[config.mk]
export PLATFORM = sky130hd
export DESIGN_NAME = wwd_top
export DESIGN_NICKNAME = d
export VERILOG_FILES = /design/src/design/wwd_pkg.sv /design/src/design/wwd_top.sv
export VERILOG_INCLUDE_DIRS = /design/src /design/src/design
export SDC_FILE = /design/constraint.sdc
export NUM_CORES = 1
export LEC_CHECK = 0
export BUFFER_PORTS_ARGS = -buffer_cell sky130_fd_sc_hd__buf_4
export CORE_ASPECT_RATIO = 2
export CORE_UTILIZATION = 47
export CTS_BUF_LIST = sky130_fd_sc_hd__clkbuf_2
export CTS_CLUSTER_SIZE = 20
export DETAILED_ROUTE_END_ITERATION = 16
export PLACE_DENSITY = 0.71
export SKIP_CTS_REPAIR_TIMING = 1
export SLEW_MARGIN = 40
export SYNTH_ARGS = -nofsm -noshare
export SYNTH_HDL_FRONTEND = slang
export SYNTH_SLANG_ARGS = --single-unit
[constraint.sdc]
create_clock -name clk -period 3.72 [get_ports clk]
set_clock_uncertainty 0.1 [all_clocks]
set_input_delay 0.186 -clock clk [delete_from_list [all_inputs] [get_ports clk]]
set_output_delay 0.186 -clock clk [all_outputs]
set_load 0.03 [all_outputs]
[src/design/wwd_regs.svh]
// Register offsets, field positions, reset values and timing counts of the window watchdog.
// Assumes byte addressing with one aligned 32-bit word per register.
`ifndef WWD_REGS_SVH
`define WWD_REGS_SVH

`define WWD_ADDR_W          8
`define WWD_OFS_KEY         8'h00
`define WWD_OFS_CTL         8'h04
`define WWD_OFS_STATUS      8'h08
`define WWD_OFS_COUNT       8'h0C
`define WWD_OFS_MASK        8'h10

`define WWD_CTL_EN_BIT      0
`define WWD_CTL_IRQEN_BIT   1
`define WWD_CTL_PSC_LSB     8
`define WWD_CTL_PSC_W       4
`define WWD_CTL_CMP_LSB     16
`define WWD_CTL_CMP_W       6
`define WWD_CTL_DBG_BIT     31
`define WWD_STAT_MATCH_BIT  0

`define WWD_CTL_RESET       32'h003F0800
`define WWD_COUNT_RESET     6'h3F
`define WWD_MASK_RESET      1'h1
`define WWD_RELOAD_KEY      32'h00005AA5

`define WWD_SRC_SYS         2'h0
`define WWD_SRC_OSC         2'h1
`define WWD_SYS_DIV         2048
`define WWD_RELOAD_SYNC     3

`define WWD_RESP_OKAY       2'h0
`define WWD_RESP_DECERR     2'h3

`endif

[src/design/wwd_pkg.sv]
// Types shared by the window watchdog and its bench.
// Assumes wwd_regs.svh is on the include path.
`include "wwd_regs.svh"

package wwd_pkg;

    typedef enum logic [1:0]
    {
        WWD_IDLE   = 2'h0,
        WWD_RUN    = 2'h1,
        WWD_RELOAD = 2'h3,
        WWD_TRIP   = 2'h2
    } wwd_mode_t;

    typedef struct packed
    {
        logic                   awvalid;
        logic [`WWD_ADDR_W-1:0] awaddr;
        logic                   wvalid;
        logic [31:0]            wdata;
        logic [3:0]             wstrb;
        logic                   bready;
        logic                   arvalid;
        logic [`WWD_ADDR_W-1:0] araddr;
        logic                   rready;
    } wwd_axi_req_t;

    typedef struct packed
    {
        logic        awready;
        logic        wready;
        logic        bvalid;
        logic [1:0]  bresp;
        logic        arready;
        logic        rvalid;
        logic [31:0] rdata;
        logic [1:0]  rresp;
    } wwd_axi_rsp_t;

    typedef struct packed
    {
        wwd_mode_t                mode;
        logic                     ctl_written;
        logic                     ctl_en;
        logic                     ctl_irqen;
        logic [`WWD_CTL_PSC_W-1:0] ctl_psc;
        logic [`WWD_CTL_CMP_W-1:0] ctl_cmp;
        logic                     ctl_dbg;
        logic                     flag;
        logic                     mask;
        logic [5:0]               count;
        logic [11:0]              div_cnt;
        logic [11:0]              psc_cnt;
        logic [1:0]               sync_cnt;
        logic                     osc_s1;
        logic                     osc_s2;
        logic                     osc_prev;
        logic                     aw_held;
        logic [`WWD_ADDR_W-1:0]   aw_addr;
        logic                     w_held;
        logic [31:0]              wdata;
        logic [3:0]               wstrb;
        logic                     bvalid;
        logic [1:0]               bresp;
        logic                     rvalid;
        logic [31:0]              rdata;
        logic [1:0]               rresp;
    } wwd_state_t;

endpackage

[src/design/wwd_top.sv]
// Window watchdog: 6-bit down counter, prescaler, window check, AXI4-Lite registers.
// Assumes clock gate, source select and debug halt come from logic on clk;
// the low-speed oscillator arrives as an asynchronous pin.
`timescale 1ns/1ps
`include "wwd_regs.svh"

// What this block does
// - Counting ticks come from clk divided by 2048 or the low-speed oscillator.
// - Runs only with the clock gate set; selector picks the tick source.
// - Six-bit down counter steps once per prescaled tick.
// - Four-bit prescale code maps to 1,2,4,...,1536,2048.
// - Enabling starts the count at 0x3F toward zero.
// - Control register takes one write after reset; later writes ignored.
// - Once enabled, enable, prescale and compare value cannot change.
// - Match flag sets when count equals compare value; software clears it.
// - Interrupt enable bit lets the match flag raise the interrupt.
// - Key 0x00005AA5 in reload register reloads counter to 0x3F.
// - Counter reaching zero without reload requests system reset.
// - Key written while count above compare value requests reset at once.
// - Reload takes effect after three counting clock ticks.
// - Live count readable, 0x3F after reset.
// - Counter stops decrementing during debug halt unless hold-disable bit set; a pending reload still lands.
module wwd_top
#(
    parameter int SYS_DIV     = `WWD_SYS_DIV,
    parameter int RELOAD_SYNC = `WWD_RELOAD_SYNC
)
(
    input  wire logic                  clk,
    input  wire logic                  reset_n,
    input  wire wwd_pkg::wwd_axi_req_t axi_req,
    output wwd_pkg::wwd_axi_rsp_t      axi_rsp,
    input  wire logic                  peripheral_clock_gate,
    input  wire logic [1:0]            count_clock_source_select,
    input  wire logic                  low_speed_internal_osc,
    input  wire logic                  cpu_debug_halt,
    output logic                       sys_reset_req,
    output logic                       irq
);

    localparam logic [31:0] CTL_RST = `WWD_CTL_RESET;
    localparam logic [11:0] DIV_LAST  = 12'(SYS_DIV - 1);
    localparam logic [1:0]  SYNC_LAST = 2'(RELOAD_SYNC - 1);

    wwd_pkg::wwd_state_t st;
    wwd_pkg::wwd_state_t next_st;

    logic                   src_tick;
    logic                   halted;
    logic                   counting;
    logic                   dec_tick;
    logic                   load_evt;
    logic                   match_evt;
    logic                   reload_done;
    logic                   aw_fire;
    logic                   w_fire;
    logic                   do_write;
    logic [`WWD_ADDR_W-1:0] wr_addr;
    logic [31:0]            wr_data;
    logic [3:0]             wr_strb;
    logic                   key_write;
    logic                   key_hit;
    logic [31:0]            ctl_word;
    logic [31:0]            ctl_new;

    // Prescale code to divide value
    function automatic logic [11:0] prescale_value(input logic [3:0] code);
        logic [11:0] v;
        v = 12'h001;
        unique case (code)
            4'h0: v = 12'h001;
            4'h1: v = 12'h002;
            4'h2: v = 12'h004;
            4'h3: v = 12'h008;
            4'h4: v = 12'h010;
            4'h5: v = 12'h020;
            4'h6: v = 12'h040;
            4'h7: v = 12'h080;
            4'h8: v = 12'h0C0;
            4'h9: v = 12'h100;
            4'hA: v = 12'h180;
            4'hB: v = 12'h200;
            4'hC: v = 12'h300;
            4'hD: v = 12'h400;
            4'hE: v = 12'h600;
            4'hF: v = 12'h800;
        endcase
        return v;
    endfunction

    function automatic logic addr_mapped(input logic [`WWD_ADDR_W-1:0] a);
        logic [`WWD_ADDR_W-1:0] w;
        w = {a[`WWD_ADDR_W-1:2], 2'h0};
        return (w == `WWD_OFS_KEY) || (w == `WWD_OFS_CTL) || (w == `WWD_OFS_STATUS)
            || (w == `WWD_OFS_COUNT) || (w == `WWD_OFS_MASK);
    endfunction

    function automatic logic [`WWD_ADDR_W-1:0] word_addr(input logic [`WWD_ADDR_W-1:0] a);
        return {a[`WWD_ADDR_W-1:2], 2'h0};
    endfunction

    // Current control word as software sees it
    always_comb
    begin
        ctl_word = 32'h00000000;
        ctl_word[`WWD_CTL_EN_BIT] = st.ctl_en;
        ctl_word[`WWD_CTL_IRQEN_BIT] = st.ctl_irqen;
        ctl_word[`WWD_CTL_PSC_LSB +: `WWD_CTL_PSC_W] = st.ctl_psc;
        ctl_word[`WWD_CTL_CMP_LSB +: `WWD_CTL_CMP_W] = st.ctl_cmp;
        ctl_word[`WWD_CTL_DBG_BIT] = st.ctl_dbg;
    end

    always_comb
    begin
        next_st = st;

        // Oscillator pin: two flops, then a third for the edge
        next_st.osc_s1 = low_speed_internal_osc;
        next_st.osc_s2 = st.osc_s1;
        next_st.osc_prev = st.osc_s2;

        if (peripheral_clock_gate && count_clock_source_select == `WWD_SRC_SYS)
        begin
            next_st.div_cnt = (st.div_cnt == DIV_LAST) ? 12'h000 : st.div_cnt + 12'h001;
        end
        else
        begin
            next_st.div_cnt = 12'h000;
        end
        src_tick = peripheral_clock_gate
            && (((count_clock_source_select == `WWD_SRC_SYS) && (st.div_cnt == DIV_LAST))
            || ((count_clock_source_select == `WWD_SRC_OSC) && st.osc_s2 && !st.osc_prev));

        halted = cpu_debug_halt && !st.ctl_dbg;
        counting = ((st.mode == wwd_pkg::WWD_RUN) || (st.mode == wwd_pkg::WWD_RELOAD))
            && !halted;

        dec_tick = counting && src_tick
            && (st.psc_cnt == prescale_value(st.ctl_psc) - 12'h001);
        if (counting && src_tick)
        begin
            next_st.psc_cnt = dec_tick ? 12'h000 : st.psc_cnt + 12'h001;
        end

        // AXI write side: address and data taken in either order
        aw_fire = axi_req.awvalid && !st.aw_held && !st.bvalid;
        w_fire = axi_req.wvalid && !st.w_held && !st.bvalid;
        wr_addr = st.aw_held ? st.aw_addr : axi_req.awaddr;
        wr_data = st.w_held ? st.wdata : axi_req.wdata;
        wr_strb = st.w_held ? st.wstrb : axi_req.wstrb;
        do_write = (st.aw_held || aw_fire) && (st.w_held || w_fire);
        if (st.bvalid && axi_req.bready)
        begin
            next_st.bvalid = 1'b0;
        end
        if (do_write)
        begin
            next_st.aw_held = 1'b0;
            next_st.w_held = 1'b0;
            next_st.bvalid = 1'b1;
            next_st.bresp = addr_mapped(wr_addr) ? `WWD_RESP_OKAY : `WWD_RESP_DECERR;
        end
        else
        begin
            if (aw_fire)
            begin
                next_st.aw_held = 1'b1;
                next_st.aw_addr = axi_req.awaddr;
            end
            if (w_fire)
            begin
                next_st.w_held = 1'b1;
                next_st.wdata = axi_req.wdata;
                next_st.wstrb = axi_req.wstrb;
            end
        end

        key_write = do_write && (word_addr(wr_addr) == `WWD_OFS_KEY);
        key_hit = key_write && (wr_strb == 4'hF) && (wr_data == `WWD_RELOAD_KEY);

        // first control write only, byte lanes honoured
        ctl_new = ctl_word;
        for (int b = 0; b < 4; b++)
        begin
            if (wr_strb[b])
            begin
                ctl_new[b*8 +: 8] = wr_data[b*8 +: 8];
            end
        end
        if (do_write && (word_addr(wr_addr) == `WWD_OFS_CTL) && !st.ctl_written)
        begin
            next_st.ctl_written = 1'b1;
            next_st.ctl_en = ctl_new[`WWD_CTL_EN_BIT];
            next_st.ctl_irqen = ctl_new[`WWD_CTL_IRQEN_BIT];
            next_st.ctl_psc = ctl_new[`WWD_CTL_PSC_LSB +: `WWD_CTL_PSC_W];
            next_st.ctl_cmp = ctl_new[`WWD_CTL_CMP_LSB +: `WWD_CTL_CMP_W];
            next_st.ctl_dbg = ctl_new[`WWD_CTL_DBG_BIT];
        end
        if (do_write && (word_addr(wr_addr) == `WWD_OFS_MASK) && wr_strb[0])
        begin
            next_st.mask = wr_data[`WWD_STAT_MATCH_BIT];
        end

        // Counter sequence
        load_evt = 1'b0;
        reload_done = 1'b0;
        unique case (st.mode)
            wwd_pkg::WWD_IDLE:
            begin
                if (next_st.ctl_en)
                begin
                    next_st.mode = wwd_pkg::WWD_RUN;
                    next_st.count = `WWD_COUNT_RESET;
                    next_st.psc_cnt = 12'h000;
                    load_evt = 1'b1;
                end
            end
            wwd_pkg::WWD_RUN:
            begin
                if (dec_tick)
                begin
                    next_st.count = st.count - 6'h01;
                end
                if (key_hit && (st.count > st.ctl_cmp))
                begin
                    next_st.mode = wwd_pkg::WWD_TRIP;
                end
                // key inside the window starts a reload
                else if (key_hit)
                begin
                    next_st.mode = wwd_pkg::WWD_RELOAD;
                    next_st.sync_cnt = 2'h0;
                end
                if (dec_tick && (st.count == 6'h01))
                begin
                    next_st.mode = wwd_pkg::WWD_TRIP;
                end
            end
            wwd_pkg::WWD_RELOAD:
            begin
                // reload lands on the third counting tick
                reload_done = src_tick && (st.sync_cnt == SYNC_LAST);
                if (src_tick)
                begin
                    next_st.sync_cnt = st.sync_cnt + 2'h1;
                end
                // Reload beats a decrement on the same tick
                if (reload_done)
                begin
                    next_st.mode = wwd_pkg::WWD_RUN;
                    next_st.count = `WWD_COUNT_RESET;
                    next_st.psc_cnt = 12'h000;
                    load_evt = 1'b1;
                end
                else if (dec_tick)
                begin
                    next_st.count = st.count - 6'h01;
                    if (st.count == 6'h01)
                    begin
                        next_st.mode = wwd_pkg::WWD_TRIP;
                    end
                end
            end
            wwd_pkg::WWD_TRIP:
            begin
                next_st.mode = wwd_pkg::WWD_TRIP;
            end
        endcase

        // match sets, set wins over write-one-clear
        match_evt = (load_evt || (dec_tick && !reload_done))
            && (next_st.count == next_st.ctl_cmp);
        if (do_write && (word_addr(wr_addr) == `WWD_OFS_STATUS)
            && wr_strb[0] && wr_data[`WWD_STAT_MATCH_BIT])
        begin
            next_st.flag = 1'b0;
        end
        if (match_evt)
        begin
            next_st.flag = 1'b1;
        end

        // AXI read side, one cycle to answer
        if (st.rvalid && axi_req.rready)
        begin
            next_st.rvalid = 1'b0;
        end
        if (axi_req.arvalid && !st.rvalid)
        begin
            next_st.rvalid = 1'b1;
            next_st.rresp = addr_mapped(axi_req.araddr) ? `WWD_RESP_OKAY : `WWD_RESP_DECERR;
            unique case (word_addr(axi_req.araddr))
                `WWD_OFS_CTL:    next_st.rdata = ctl_word;
                `WWD_OFS_STATUS: next_st.rdata = {31'h00000000, st.flag};
                `WWD_OFS_COUNT:  next_st.rdata = {26'h0000000, st.count};
                `WWD_OFS_MASK:   next_st.rdata = {31'h00000000, st.mask};
                default:         next_st.rdata = 32'h00000000;
            endcase
        end
    end

    always_ff @(posedge clk or negedge reset_n)
    begin
        if (!reset_n)
        begin
            st <= '0;
            st.mode <= wwd_pkg::WWD_IDLE;
            st.ctl_psc <= CTL_RST[`WWD_CTL_PSC_LSB +: `WWD_CTL_PSC_W];
            st.ctl_cmp <= CTL_RST[`WWD_CTL_CMP_LSB +: `WWD_CTL_CMP_W];
            st.count <= `WWD_COUNT_RESET;
            st.mask <= `WWD_MASK_RESET;
        end
        else
        begin
            st <= next_st;
        end
    end

    assign axi_rsp.awready = !st.aw_held && !st.bvalid;
    assign axi_rsp.wready = !st.w_held && !st.bvalid;
    assign axi_rsp.bvalid = st.bvalid;
    assign axi_rsp.bresp = st.bresp;
    assign axi_rsp.arready = !st.rvalid;
    assign axi_rsp.rvalid = st.rvalid;
    assign axi_rsp.rdata = st.rdata;
    assign axi_rsp.rresp = st.rresp;

    // Reset request stays up until the chip reset clears it
    assign sys_reset_req = (st.mode == wwd_pkg::WWD_TRIP);
    // interrupt gated by enable bit and mask
    assign irq = st.flag && st.mask && st.ctl_irqen;
endmodule

* Word-level counts from Yosys, hierarchy flattened *
Memory sizes are Yosys's and may differ from the RTL's.
Cells that the tools add are included.

word-level totals
  bits of input ports = 64
  output and inout bits = 43
  bits in registers = 137
  word-level logic and storage cells = 183
  bits in read-only memories = 192
  memories = 1

memories
  memory           depth  bits a word  read ports  clocked after memory_dff  write ports  RTL line       text
  (no name shown)  16     12           1           0                         0            wwd_top.sv:70  unique case (code)

cells by class
  reduce and logical (&&, ||, !) cells = 75
  bitwise operators = 1
  mux-type cells = 48
  equality and inequality tests = 26
  magnitude comparators = 1
  $add $sub $neg = 5

operator list
  operator                                                count
  one-hot mux 32 bit (4 select lines)                     1
  two-way mux 12 bit                                      6
  two-way mux 37 bit                                      1
  logical AND 1 bit                                       36
  two-way mux 35 bit                                      1
  equality test 32 x 15 -> 1 bit (second input constant)  1
  two-way mux 32 bit                                      1
  two-way mux 2 bit                                       13
  adder 12 x 1 -> 12 bit (second input constant)          2
  equality test 6 x 2 -> 1 bit (second input constant)    4
  two-way mux 6 bit                                       4
  one-hot mux 12 bit (2 select lines)                     1
  equality test 6 x 1 -> 1 bit (second input constant)    3
  one-hot mux 6 bit (3 select lines)                      1
  two-way mux 8 bit                                       2
  logical OR 1 bit                                        13
  two-way mux 13 bit                                      1
  equality test 12 x 11 -> 1 bit (second input constant)  1
  equality test 12 bit                                    1
  equality test 6 x 3 -> 1 bit (second input constant)    2
  zero test 6 bit                                         2
  nonzero test 2 bit                                      6
  subtractor 12 x 1 -> 12 bit (second input constant)     1
  AND reduction 2 bit                                     5
  other kinds (22)                                        47

* Logic depth before layout (Yosys ltp) *
Gate-level depths: netlist of run 1.

  depth in word-level cells = 13
  gate-level depth with buffers = 16
  gate-level depth less buffers = 14

* Least setup slack after synthesis of run 1 *
Ideal clock, no wire load.

  path type = register to register
  start point = register st (netlist bit ctl_word[8])
  end point = register st[120] (netlist bit)
  stages on the path, launching flop included = 17
  slack = -129 ps
  setup time = 103 ps
  path buffers = 2
  arrival time = 3646 ps
  cells stage by stage = dfrtp_1 -> clkbuf_1 -> inv_1 -> ha_1 -> clkbuf_1 -> nand2_1 -> ha_1 -> xnor2_1 -> and3_1 -> nor3_1 -> nand4_1 -> a2111oi_4 -> mux2i_1 -> or4_4 -> o211ai_2 -> nand4_1 -> o41ai_2

on the way
  longest elaborated chain between the ends = 10
  elaborated cells on any way between the ends = 13

RTL lines
  what                                                     RTL line                        text
  start: declaration                                       wwd_top.sv:45                   wwd_pkg::wwd_state_t st;
  start signal: assignment                                 wwd_top.sv:315                  st <= next_st;
  memory read (16 x 12 bit) *                              -
  subtractor 12 x 1 -> 12 bit *                            wwd_top.sv:139                  && (st.psc_cnt == prescale_value(st.ctl_psc) - 12'h001);
  equality test 12 bit *                                   wwd_top.sv:139
  logical AND 1 bit *                                      wwd_top.sv:139
  two-way mux 6 bit                                        wwd_top.sv:220, wwd_top.sv:255
  two-way mux 6 bit                                        wwd_top.sv:248                  if (reload_done)
  one-hot mux 6 bit (3 select lines)                       wwd_top.sv:207                  unique case (st.mode)
  equality test 6 bit                                      wwd_top.sv:272                  && (next_st.count == next_st.ctl_cmp);
  logical AND 1 bit *                                      wwd_top.sv:272
  two-way mux 1 bit or nonzero test 2 bit (tied branches)  -

Every way passes the cells marked *; elsewhere a longest branch is shown, timed or not.
A chain may end at the register's enable or synchronous reset.

==> impl_metrics.sql, run 1 <==
INSERT INTO impl_metrics (metric_group, metric, value, unit) VALUES
('clock_network', 'tritoncts', 'built', ''),
('power_and_ir_drop', 'power.total', '4.75', 'mW'),
('hold_path', 'min-delay-path-class', 'input port to register', ''),
('placed_design', 'globalplace.congestion', '0.874', ''),
('floorplan', 'core-area', '0.0145', 'mm²'),
('timing', 'final_cycle_utilization_of_the_critical_path', '96.3', '%'),
('placed_design', 'placement.io_buffers', '87', ''),
('yosys', 'synth-main-ff-cell', 'sky130_fd_sc_hd__dfrtp_1', ''),
('floorplan', 'ioPinCount', '107', ''),
('clock_network', 'ctsRootBufferMaster', 'sky130_fd_sc_hd__clkbuf_2', ''),
('cells_and_area', 'final_cells', '1069', ''),
('cells_and_area', 'final_common_cell', 'sky130_fd_sc_hd__buf_4', ''),
('critical_path', 'timing.rr.end', 'st[120]', ''),
('timing', 'slew_margin_rel', '40.4', '%'),
('cells_and_area', 'fillerInstances', '1200', ''),
('critical_path', 'worst_path_max_delay_cell', 'sky130_fd_sc_hd__dfrtp_2', ''),
('critical_path', 'critical_path_start_end_classification', 'register to register', ''),
('placed_design', 'dp_cells', '963', ''),
('timing', 'tightest_slew', '891', 'ps'),
('yosys', 'synth-async-reset-ratio', '100', '%'),
('yosys', 'synth-edff-count', '0', ''),
('yosys', 'mappedNetlistArea', '0.00704', 'mm²'),
('routing', 'vias_per_cell', '5.67', ''),
('critical_path', 'worst-path-max-fanout', '7', ''),
('yosys', 'syn_inst', '701', ''),
('cells_and_area', 'final_nets', '947', ''),
('global_route', 'grt.overflow.total', '0', ''),
('yosys', 'ys_seq_elements', '118', ''),
('routing', 'remaining_design_rule_violation_count', '0', ''),
('floorplan', 'die_w', '88.5', 'µm'),
('timing', 'final_hold_viol_count', '1', ''),
('cells_and_area', 'fin_area', '0.00896', 'mm²'),
('critical_path', 'endpoint', 'st[120]', ''),
('cells_and_area', 'area.growth.synth_to_final', '27.3', '%'),
('yosys', 'synthesis.yosys.warnings', '0', ''),
('timing', 'hold_slack', '-11.4', 'ps'),
('outcome', 'run_status', 'finished, violations left', ''),
('yosys', 'number_of_distinct_library_cells_after_synthesis', '81', ''),
('clock_network', 'cts_buffers', '17', ''),
('placed_design', 'post-place-ws', '-95.4', 'ps'),
('critical_path', 'critical_path_required_time', '4180', 'ps'),
('power_and_ir_drop', 'cellLeakagePower', '3.92', 'nW'),
('outcome', 'failing_checks', 'hold timing', ''),
('critical_path', 'worstRegToRegCells', '15', ''),
('critical_path', 'cpMostUsedCell', 'sky130_fd_sc_hd__and3_1', ''),
('timing', 'maxClockFrequency', '279', 'MHz'),
('cells_and_area', 'layout-drive-gt1-share', '30.1', '%'),
('timing', 'setup_viol_count_final', '0', ''),
('global_route', 'initial_antenna_violation_count', '1', ''),
('placed_design', 'post_dp_cell_area', '0.00783', 'mm²'),
('routing', 'drtIter0Drc', '270', ''),
('timing', 'post-route-worst-setup-slack', '139', 'ps'),
('yosys', 'synth.yosys.seq_area_share', '42.2', '%'),
('flow_run', 'maxCapViolations', '0', ''),
('yosys', 'syn-mean-instance-area', '10.0', 'µm²'),
('critical_path', 'cp_cell_sequence', 'inv_2, ha_4, nand2_1, ha_2, xnor2_2, and3_1, nor3_2, nand4_1, a2111oi_4, buf_4, and3_1, o21ai_1, a32o_2, xor2_1, o41ai_2', ''),
('global_route', 'via_count_of_the_first_global_routing_pass', '5733', ''),
('clock_network', 'clk_pin_slew', '190', 'ps'),
('critical_path', 'worst_setup_path_startpoint', 'ctl_word[9]', ''),
('clock_network', 'h-tree-depth', '4', ''),
('cells_and_area', 'commonest_non_fill_non_tap_cells_in_the_layout', '124 x sky130_fd_sc_hd__buf_4, 102 x sky130_fd_sc_hd__dfrtp_1, 64 x sky130_fd_sc_hd__dlygate4sd3_1', ''),
('routing', 'firstDrtPassIters', '6', ''),
('floorplan', 'die-area', '0.0155', 'mm²'),
('power_and_ir_drop', 'power_per_unit_of_standard_cell_area', '531', 'mW/mm²'),
('critical_path', 'timing.rr.start', 'ctl_word[9]', ''),
('global_route', 'grt_util_all_layers', '23.6', '%'),
('timing', 'timing.final.max_slew_violations', '0', ''),
('global_route', 'grt_max_degree', '74', ''),
('routing', 'wl_per_cell', '17.7', 'µm'),
('global_route', 'grt_pass1_wl', '27800', 'µm'),
('floorplan', 'num_rows', '62', '');
==> synthesized netlist by cell type, types with 15 or more instances <==
| master | n | area [µm²] |
|---|---|---|
| sky130_fd_sc_hd__o21ai_0 | 34 | 170 |
| sky130_fd_sc_hd__dfrtp_1 | 104 | 2600 |
| sky130_fd_sc_hd__nand3_1 | 23 | 115 |
| sky130_fd_sc_hd__mux2i_1 | 22 | 220 |
| sky130_fd_sc_hd__nand2_1 | 49 | 184 |
| sky130_fd_sc_hd__mux2_2 | 48 | 541 |
| sky130_fd_sc_hd__nor3_1 | 25 | 125 |
| sky130_fd_sc_hd__buf_4 | 38 | 285 |
| sky130_fd_sc_hd__nor2_1 | 48 | 180 |
| sky130_fd_sc_hd__a22o_1 | 15 | 131 |
| sky130_fd_sc_hd__ha_1 | 20 | 250 |
| sky130_fd_sc_hd__inv_1 | 26 | 97.6 |
| sky130_fd_sc_hd__a21oi_1 | 26 | 130 |
| sky130_fd_sc_hd__xor2_1 | 16 | 140 |
| sky130_fd_sc_hd__clkbuf_1 | 17 | 63.8 |
==> flip-flops by register name (all words and copies together) (netlist names) <==
name      count
st           82
axi_rsp      21
ctl_word     13
next_st       2
==> cell families after synthesis <==
family	after synthesis	share of synthesized area [%]
flip-flops	118	42.2
buffers and inverters	90	7.34
adder cells (fa/ha/maj)	20	3.55
AO/OA/AOI/OAI	131	13.3
AND/OR/NAND/NOR	243	19.0
other	1	0.0533
multiplexers	71	11.0
XOR/XNOR	27	3.57
==> critical path, delay by kind of cell (launching register included) <==
| family | cells | cell delay [ps] |
|---|---|---|
| compound gates | 4 | 1030 |
| xor+xnor | 2 | 320 |
| fa+ha+maj | 2 | 400 |
| buf+inv | 2 | 340 |
| flops | 1 | 490 |
| simple gates | 5 | 800 |
==> power by group <==
part           switching [mW]  internal [mW]
sequential              0.254           1.62
clock                   0.529          0.515
combinational           0.922          0.919
==> area by class of cell <==
| class | count | area (µm²) | share of cell area [%] |
|---|---|---|---|
| Timing Repair Buffer | 192 | 1630 | 18.2 |
| Antenna cell | 1 | 2.50 | 0.0279 |
| Clock buffer | 17 | 85.1 | 0.949 |
| Inverter | 27 | 101 | 1.13 |
| Sequential cell | 118 | 2970 | 33.2 |
| Tap cell | 192 | 240 | 2.68 |
| Multi-Input combinational cell | 507 | 3700 | 41.3 |
| Clock inverter | 15 | 225 | 2.51 |
==> worst min path at each step <==
| stage | start | endpoint | slack, ps | cells after the start |
|---|---|---|---|---|
| floorplan | reset_n | axi_rsp[0] | -210 | 0 |
| CTS | reset_n | st[67] | -640 | 1 |
| global placement | low_speed_internal_osc | next_st[85] | 200 | 1 |
| global route | low_speed_internal_osc | next_st[85] | 1 | 2 |
| finish | axi_req[9] | axi_rsp[34] | -10 | 3 |
| detailed placement | reset_n | st[67] | 140 | 1 |
==> routing by layer <==
layer | track usage, % | part of all wire, % | up-vias
met5 | 0 | 0 | -
met4 | 14.2 | 5.7 | 0
met3 | 4.11 | 3.2 | 71
met2 | 43.9 | 57 | 195
met1 | 23.2 | 34 | 2972
li1 | - | - | 2827
No activity file was read; power rests on OpenSTA's default activity.
==> run 2, diff against run 1 <==
--- a/config.mk
+++ b/config.mk
@@ -13,6 +13,7 @@
 export CTS_CLUSTER_SIZE = 20
 export DETAILED_ROUTE_END_ITERATION = 16
 export PLACE_DENSITY = 0.71
+export RECOVER_POWER = 50
 export SKIP_CTS_REPAIR_TIMING = 1
 export SLEW_MARGIN = 40
 export SYNTH_ARGS = -nofsm -noshare
==> run 2 against run 1 <==
  * The flow now finishes without violations
  * Sequential share of layout area increased by 0.38 points
  * Highest routed layer unchanged
  * Non-clock buffer count unchanged
  * Clock power about the same
  * Cell area decreased by 1.1%
  * Critical endpoint unchanged
  * Combinational power about the same
  * Critical path depth unchanged
  * Die area unchanged
  * Worst setup slack got worse by 5.2 ps
  * Critical path type unchanged
  * Hold slack improved by 72 ps
  * Utilization decreased by 0.71 points
==> impl_metrics.sql, run 2 (synthesized netlist as in run 1, its figures left out) <==
INSERT INTO impl_metrics (metric_group, metric, value, unit) VALUES
('outcome', 'run_status', 'finished clean', ''),
('power_and_ir_drop', 'cellLeakagePower', '3.81', 'nW'),
('global_route', 'grt_pass1_wl', '27800', 'µm'),
('cells_and_area', 'finalCoreUtilization', '61.1', '%'),
('floorplan', 'num_rows', '62', ''),
('critical_path', 'critPathTopFamily', 'compound AO/OA/AOI/OAI gates', ''),
('global_route', 'via_count_of_the_first_global_routing_pass', '5733', ''),
('timing', 'setup_viol_count_final', '0', ''),
('timing', 'timing.final.max_slew_violations', '0', ''),
('placed_design', 'placement.io_buffers', '87', ''),
('floorplan', 'dieHeight', '175', 'µm'),
('clock_network', 'h-tree-depth', '4', ''),
('critical_path', 'kind_of_end_point_of_the_critical_path', 'register', ''),
('routing', 'remaining_design_rule_violation_count', '0', ''),
('critical_path', 'cp-start-kind', 'register', ''),
('clock_network', 'cts_buffers', '17', ''),
('cells_and_area', 'layout-drive-gt1-share', '27.2', '%'),
('routing', 'num_vias', '6048', ''),
('cells_and_area', 'final_cells', '1069', ''),
('routing', 'routed_antenna_nets', '0', ''),
('timing', 'maxClockFrequency', '279', 'MHz'),
('placed_design', 'post-place-ws', '-95.4', 'ps'),
('critical_path', 'arrival', '4050', 'ps'),
('floorplan', 'die-area', '0.0155', 'mm²'),
('cells_and_area', 'commonest_non_fill_non_tap_cells_in_the_layout', '102 x sky130_fd_sc_hd__dfrtp_1, 98 x sky130_fd_sc_hd__buf_4, 64 x sky130_fd_sc_hd__dlygate4sd3_1', ''),
('timing', 'final_hold_viol_count', '0', ''),
('placed_design', 'detailed_place_hpwl', '13600', 'µm'),
('cells_and_area', 'area.growth.synth_to_final', '25.8', '%'),
('critical_path', 'ff2ff_setup_slack', '130', 'ps'),
('timing', 'fin_tns_setup', '0', 'ps'),
('routing', 'wl_per_cell', '17.7', 'µm'),
('flow_run', 'maxCapViolations', '0', ''),
('critical_path', 'worst-path-max-fanout', '7', ''),
('clock_network', 'ctsRootBufferMaster', 'sky130_fd_sc_hd__clkbuf_2', ''),
('global_route', 'grt_util_all_layers', '23.6', '%'),
('placed_design', 'dp_cells', '963', ''),
('global_route', 'grt.overflow.total', '0', ''),
('routing', 'detail_route.wirelength', '19000', 'µm'),
('clock_network', 'worst_skew_pair.late_latency', '680', 'ps'),
('cells_and_area', 'final_nets', '947', ''),
('clock_network', 'sink_count_of_the_clock_tree', '118', ''),
('power_and_ir_drop', 'power_per_unit_of_standard_cell_area', '535', 'mW/mm²'),
('routing', 'drtIter0Drc', '281', ''),
('critical_path', 'critical_path_required_time', '4190', 'ps'),
('floorplan', 'ioPinCount', '107', ''),
('placed_design', 'globalplace.congestion', '0.874', ''),
('critical_path', 'worst_path_max_delay_cell', 'sky130_fd_sc_hd__dfrtp_2', ''),
('routing', 'firstDrtPassIters', '8', ''),
('timing', 'tightest_slew', '1450', 'ps'),
('timing', 'post-route-worst-setup-slack', '134', 'ps'),
('cells_and_area', 'max_ffs_per_register', '82', ''),
('global_route', 'initial_antenna_violation_count', '1', ''),
('clock_network', 'clock_path_buffers', '2', ''),
('timing', 'period_minus_slack', '3590', 'ps'),
('power_and_ir_drop', 'power.total', '4.74', 'mW'),
('clock_network', 'clk_pin_slew', '200', 'ps'),
('cells_and_area', 'top_register', 'st', ''),
('critical_path', 'cp_num_buf_inv', '2', ''),
('timing', 'final_cycle_utilization_of_the_critical_path', '96.4', '%'),
('routing', 'vias_per_cell', '5.66', ''),
('placed_design', 'post_dp_cell_area', '0.00783', 'mm²'),
('floorplan', 'die_w', '88.5', 'µm'),
('floorplan', 'initial_utilization', '48.5', '%'),
('cells_and_area', 'fillerInstances', '1230', ''),
('critical_path', 'critPathMaxStageDelay', '490', 'ps'),
('floorplan', 'core-area', '0.0145', 'mm²'),
('critical_path', 'critical_path_start_end_classification', 'register to register', ''),
('hold_path', 'min-delay-path-class', 'input port to register', ''),
('power_and_ir_drop', 'worst_ir_drop_vdd', '404', 'µV'),
('clock_network', 'tritoncts', 'built', ''),
('timing', 'grt_setup_unrepaired', 'no', ''),
('timing', 'slew_margin_rel', '3.21', '%'),
('cells_and_area', 'fin_area', '0.00886', 'mm²'),
('global_route', 'grt_max_degree', '74', ''),
('critical_path', 'cp_cell_sequence', 'inv_2, ha_4, nand2_1, ha_2, xnor2_2, and3_1, nor3_2, nand4_1, a2111oi_4, buf_4, and3_1, o21ai_1, a32o_2, xor2_1, o41ai_2', ''),
('timing', 'hold_slack', '61.0', 'ps'),
('critical_path', 'cpMostUsedCell', 'sky130_fd_sc_hd__and3_1', ''),
('cells_and_area', 'final_common_cell', 'sky130_fd_sc_hd__dfrtp_1', '');
## run 2: cell types whose count changed in the layout (fill, tap and decap cells not counted), sizes merged
cell	delta
buf	-27
clkbuf	+27
## run 2: per-layer routing
metal | part of all wire [%] | vias up | global-route usage (%) | wire, µm
li1 | - | 2827 | - | -
met1 | 34 | 2984 | 23.2 | 6490
met2 | 57 | 177 | 43.9 | 10900
met3 | 2.9 | 60 | 4.11 | 559
met4 | 5.4 | 0 | 14.2 | 1030
met5 | 0 | - | 0 | 0
## run 2: cell type report
cell class	count	area [µm²]	area share (%)
Multi-Input combinational cell	507	3700	41.7
Sequential cell	118	2970	33.6
Timing Repair Buffer	192	1530	17.3
Inverter	27	101	1.14
Clock inverter	15	225	2.54
Tap cell	192	240	2.71
Antenna cell	1	2.50	0.0282
Clock buffer	17	85.1	0.960
## run 2: final timing paths
kind / from / to / depth (start not counted)
worst max-delay path: ctl_word[9] / st[120] / 15
worst min-delay path: peripheral_clock_gate / st[102] / 4
worst max register to register: ctl_word[9] / st[120] / 15
worst min register to register: next_st[85] / next_st[84] / 0
max in group asynchronous: reset_n / ctl_word[8] / 4
min in group asynchronous: reset_n / axi_rsp[21] / 3
## run 2: tightest hold or removal path: stages
cell                     delay, ps
sky130_fd_sc_hd__buf_4         110
sky130_fd_sc_hd__or3b_2        190
sky130_fd_sc_hd__a41o_1        260
sky130_fd_sc_hd__nor2_1         70
## run 2: where the power goes
group | switching (mW) | leakage (nW) | total [mW] | internal [mW]
combinational | 0.921 | 2.16 | 1.82 | 0.902
clock | 0.531 | 0.181 | 1.05 | 0.515
sequential | 0.251 | 1.47 | 1.87 | 1.62
total | 1.70 | 3.81 | 4.74 | 3.03
==> run 3, diff against run 2 <==
--- a/config.mk
+++ b/config.mk
@@ -6,13 +6,13 @@
 export SDC_FILE = /design/constraint.sdc
 export NUM_CORES = 1
 export LEC_CHECK = 0
-export BUFFER_PORTS_ARGS = -buffer_cell sky130_fd_sc_hd__buf_4
+export BUFFER_PORTS_ARGS = -buffer_cell sky130_fd_sc_hd__buf_2
 export CORE_ASPECT_RATIO = 2
 export CORE_UTILIZATION = 47
 export CTS_BUF_LIST = sky130_fd_sc_hd__clkbuf_2
 export CTS_CLUSTER_SIZE = 20
 export DETAILED_ROUTE_END_ITERATION = 16
-export PLACE_DENSITY = 0.71
+export PLACE_DENSITY_LB_ADDON = 0.2
 export RECOVER_POWER = 50
 export SKIP_CTS_REPAIR_TIMING = 1
 export SLEW_MARGIN = 40
==> run 3 against run 2 <==
  * The run now ends with capacitance limit, slew limit left
  * Hold slack worse by 29 ps
  * Register-to-register slack worse by 80 ps
  * Routed wire length is 8.0% higher
  * Sequential share of layout area is 0.071 points lower
  * Total power is 3.9% lower
  * Combinational power is 6% higher
  * Cell area is 0.30% higher
  * Via count is 2.0% higher
  * Critical path depth is 1 higher
  * Sequential power hardly changed
  * Critical path type unchanged
  * Largest power group is now combinational logic
  * Highest routed layer unchanged
==> impl_metrics.sql, run 3 (synthesized netlist as in run 1, its figures left out) <==
INSERT INTO impl_metrics (metric_group, metric, value, unit) VALUES
('floorplan', 'dieHeight', '175', 'µm'),
('flow_run', 'maxCapViolations', '1', ''),
('critical_path', 'worstRegToRegCells', '16', ''),
('timing', 'final_cycle_utilization_of_the_critical_path', '98.6', '%'),
('routing', 'routed_antenna_nets', '0', ''),
('cells_and_area', 'layout-drive-gt1-share', '31.3', '%'),
('cells_and_area', 'fillerInstances', '1257', ''),
('routing', 'detail_route.wirelength', '20500', 'µm'),
('clock_network', 'cts_buffers', '17', ''),
('global_route', 'grt.overflow.total', '0', ''),
('cells_and_area', 'multi_input_area', '0.00373', 'mm²'),
('global_route', 'grt_use_met3', '4.44', '%'),
('power_and_ir_drop', 'worst_ir_drop_vdd', '372', 'µV'),
('placed_design', 'placement.io_buffers', '87', ''),
('clock_network', 'h-tree-depth', '4', ''),
('critical_path', 'critical_path_start_end_classification', 'register to register', ''),
('cells_and_area', 'commonest_non_fill_non_tap_cells_in_the_layout', '103 x sky130_fd_sc_hd__dfrtp_1, 81 x sky130_fd_sc_hd__buf_2, 70 x sky130_fd_sc_hd__dlygate4sd3_1', ''),
('timing', 'period_minus_slack', '3670', 'ps'),
('global_route', 'grt_busiest_layer', 'met2', ''),
('cells_and_area', 'area.growth.synth_to_final', '26.2', '%'),
('clock_network', 'tritoncts', 'built', ''),
('global_route', 'grtUsageMet2', '48.8', '%'),
('critical_path', 'kind_of_end_point_of_the_critical_path', 'register', ''),
('routing', 'remaining_design_rule_violation_count', '0', ''),
('timing', 'timing.final.max_slew_violations', '31', ''),
('timing', 'tightest_slew', '1890', 'ps'),
('timing', 'setup_viol_count_final', '0', ''),
('clock_network', 'worst_skew_pair.late_latency', '690', 'ps'),
('global_route', 'via_count_of_the_first_global_routing_pass', '5947', ''),
('critical_path', 'worst_path_max_delay_cell', 'sky130_fd_sc_hd__dfrtp_1', ''),
('floorplan', 'num_rows', '62', ''),
('floorplan', 'die-area', '0.0155', 'mm²'),
('critical_path', 'arrival', '4140', 'ps'),
('routing', 'wl_per_cell', '18.6', 'µm'),
('global_route', 'grt_pass1_wl', '29900', 'µm'),
('hold_path', 'min-delay-path-class', 'input port to register', ''),
('clock_network', 'sink_count_of_the_clock_tree', '118', ''),
('critical_path', 'critical_path_required_time', '4190', 'ps'),
('placed_design', 'globalplace.congestion', '0.952', ''),
('floorplan', 'core-area', '0.0145', 'mm²'),
('floorplan', 'initial_utilization', '48.5', '%'),
('power_and_ir_drop', 'power.total', '4.55', 'mW'),
('timing', 'final_hold_viol_count', '0', ''),
('global_route', 'initial_antenna_violation_count', '1', ''),
('clock_network', 'clock_path_buffers', '2', ''),
('global_route', 'grt_max_degree', '69', ''),
('cells_and_area', 'max_ffs_per_register', '82', ''),
('routing', 'num_vias', '6168', ''),
('outcome', 'failing_checks', 'capacitance limit, slew limit', ''),
('critical_path', 'cp_cell_sequence', 'inv_2, ha_4, nand2_1, ha_2, xnor2_1, and3_1, nor3_2, nand4_1, a2111oi_4, buf_4, buf_6, and3_4, o21ai_2, a32o_2, xor2_1, o41ai_2', ''),
('timing', 'maxClockFrequency', '273', 'MHz'),
('timing', 'slew_margin_rel', '-26.0', '%'),
('critical_path', 'cp-start-kind', 'register', ''),
('cells_and_area', 'top_register', 'st', ''),
('power_and_ir_drop', 'power_per_unit_of_standard_cell_area', '512', 'mW/mm²'),
('routing', 'firstDrtPassIters', '5', ''),
('critical_path', 'critPathMaxStageDelay', '470', 'ps'),
('outcome', 'run_status', 'finished, violations left', ''),
('cells_and_area', 'final_nets', '978', ''),
('placed_design', 'post-place-ws', '-89.9', 'ps'),
('global_route', 'groute.layer.met1.usage', '25.2', '%'),
('placed_design', 'detailed_place_hpwl', '14600', 'µm'),
('floorplan', 'ioPinCount', '107', ''),
('clock_network', 'clk_pin_slew', '190', 'ps'),
('floorplan', 'die_w', '88.5', 'µm'),
('routing', 'vias_per_cell', '5.61', ''),
('cells_and_area', 'final-seq-area', '0.00298', 'mm²'),
('routing', 'drtIter0Drc', '237', ''),
('power_and_ir_drop', 'cellLeakagePower', '3.92', 'nW'),
('hold_path', 'timing.hold.worst_path_depth', '4', ''),
('clock_network', 'ctsRootBufferMaster', 'sky130_fd_sc_hd__clkbuf_2', ''),
('global_route', 'grt_util_all_layers', '25.7', '%'),
('timing', 'post-route-worst-setup-slack', '50.7', 'ps'),
('cells_and_area', 'final_common_cell', 'sky130_fd_sc_hd__dfrtp_1', ''),
('critical_path', 'worst-path-max-fanout', '7', '');
run 3: worst max-delay path, delay by kind of cell (launching register included):
family	cells	cell delay (ps)
AO/OA/AOI/OAI	4	990
XOR/XNOR	2	310
adder cells (fa/ha/maj)	2	390
buffers and inverters	3	440
flip-flops	1	470
AND/OR/NAND/NOR	5	860
run 3: stage by stage:
| step | hold slack, ps | TNS (ps) | area [µm²] | cells | utilization, % |
|---|---|---|---|---|---|
| after floorplan | -210 | 0 | 7090 | 715 | - |
| after global placement | 149 | 0 | 7700 | 975 | 53.1 |
| after detailed placement | 165 | -89.9 | 7700 | 975 | 53.1 |
| after CTS | -610 | -184 | 7900 | 1007 | 54.5 |
| after global routing | 1.47 | -81.1 | 8880 | 1100 | 61.2 |
| final | 31.5 | 0 | 8880 | 1100 | 61.2 |
run 3: final cells by class:
class / count / area share, %
diodes: 1 / 0.0282
inverters: 27 / 1.14
flip-flops and latches: 118 / 33.5
multi-input cells: 507 / 41.9
well taps: 192 / 2.70
repair buffers: 223 / 18.4
clock buffers: 19 / 1.07
clock inverters: 13 / 1.25
run 3: final timing paths:
check                           slack (ps)     endpoint         from
worst max-delay path                    50      st[120]  ctl_word[9]
worst min-delay path                    30   axi_rsp[2]   axi_req[9]
max in group asynchronous              510   axi_rsp[7]      reset_n
worst max register to register          50      st[120]  ctl_word[9]
worst min register to register         300  next_st[84]  next_st[85]
min in group asynchronous             1010       st[56]      reset_n
run 3: power by group:
part | switching, mW | internal, mW
registers | 0.245 | 1.62
logic | 0.961 | 0.973
clock network | 0.514 | 0.239
run 3: routing by layer:
metal	vias up	routed length (µm)
li1	2882	-
met1	3042	7100
met2	170	11600
met3	74	603
met4	0	1130
met5	-	0
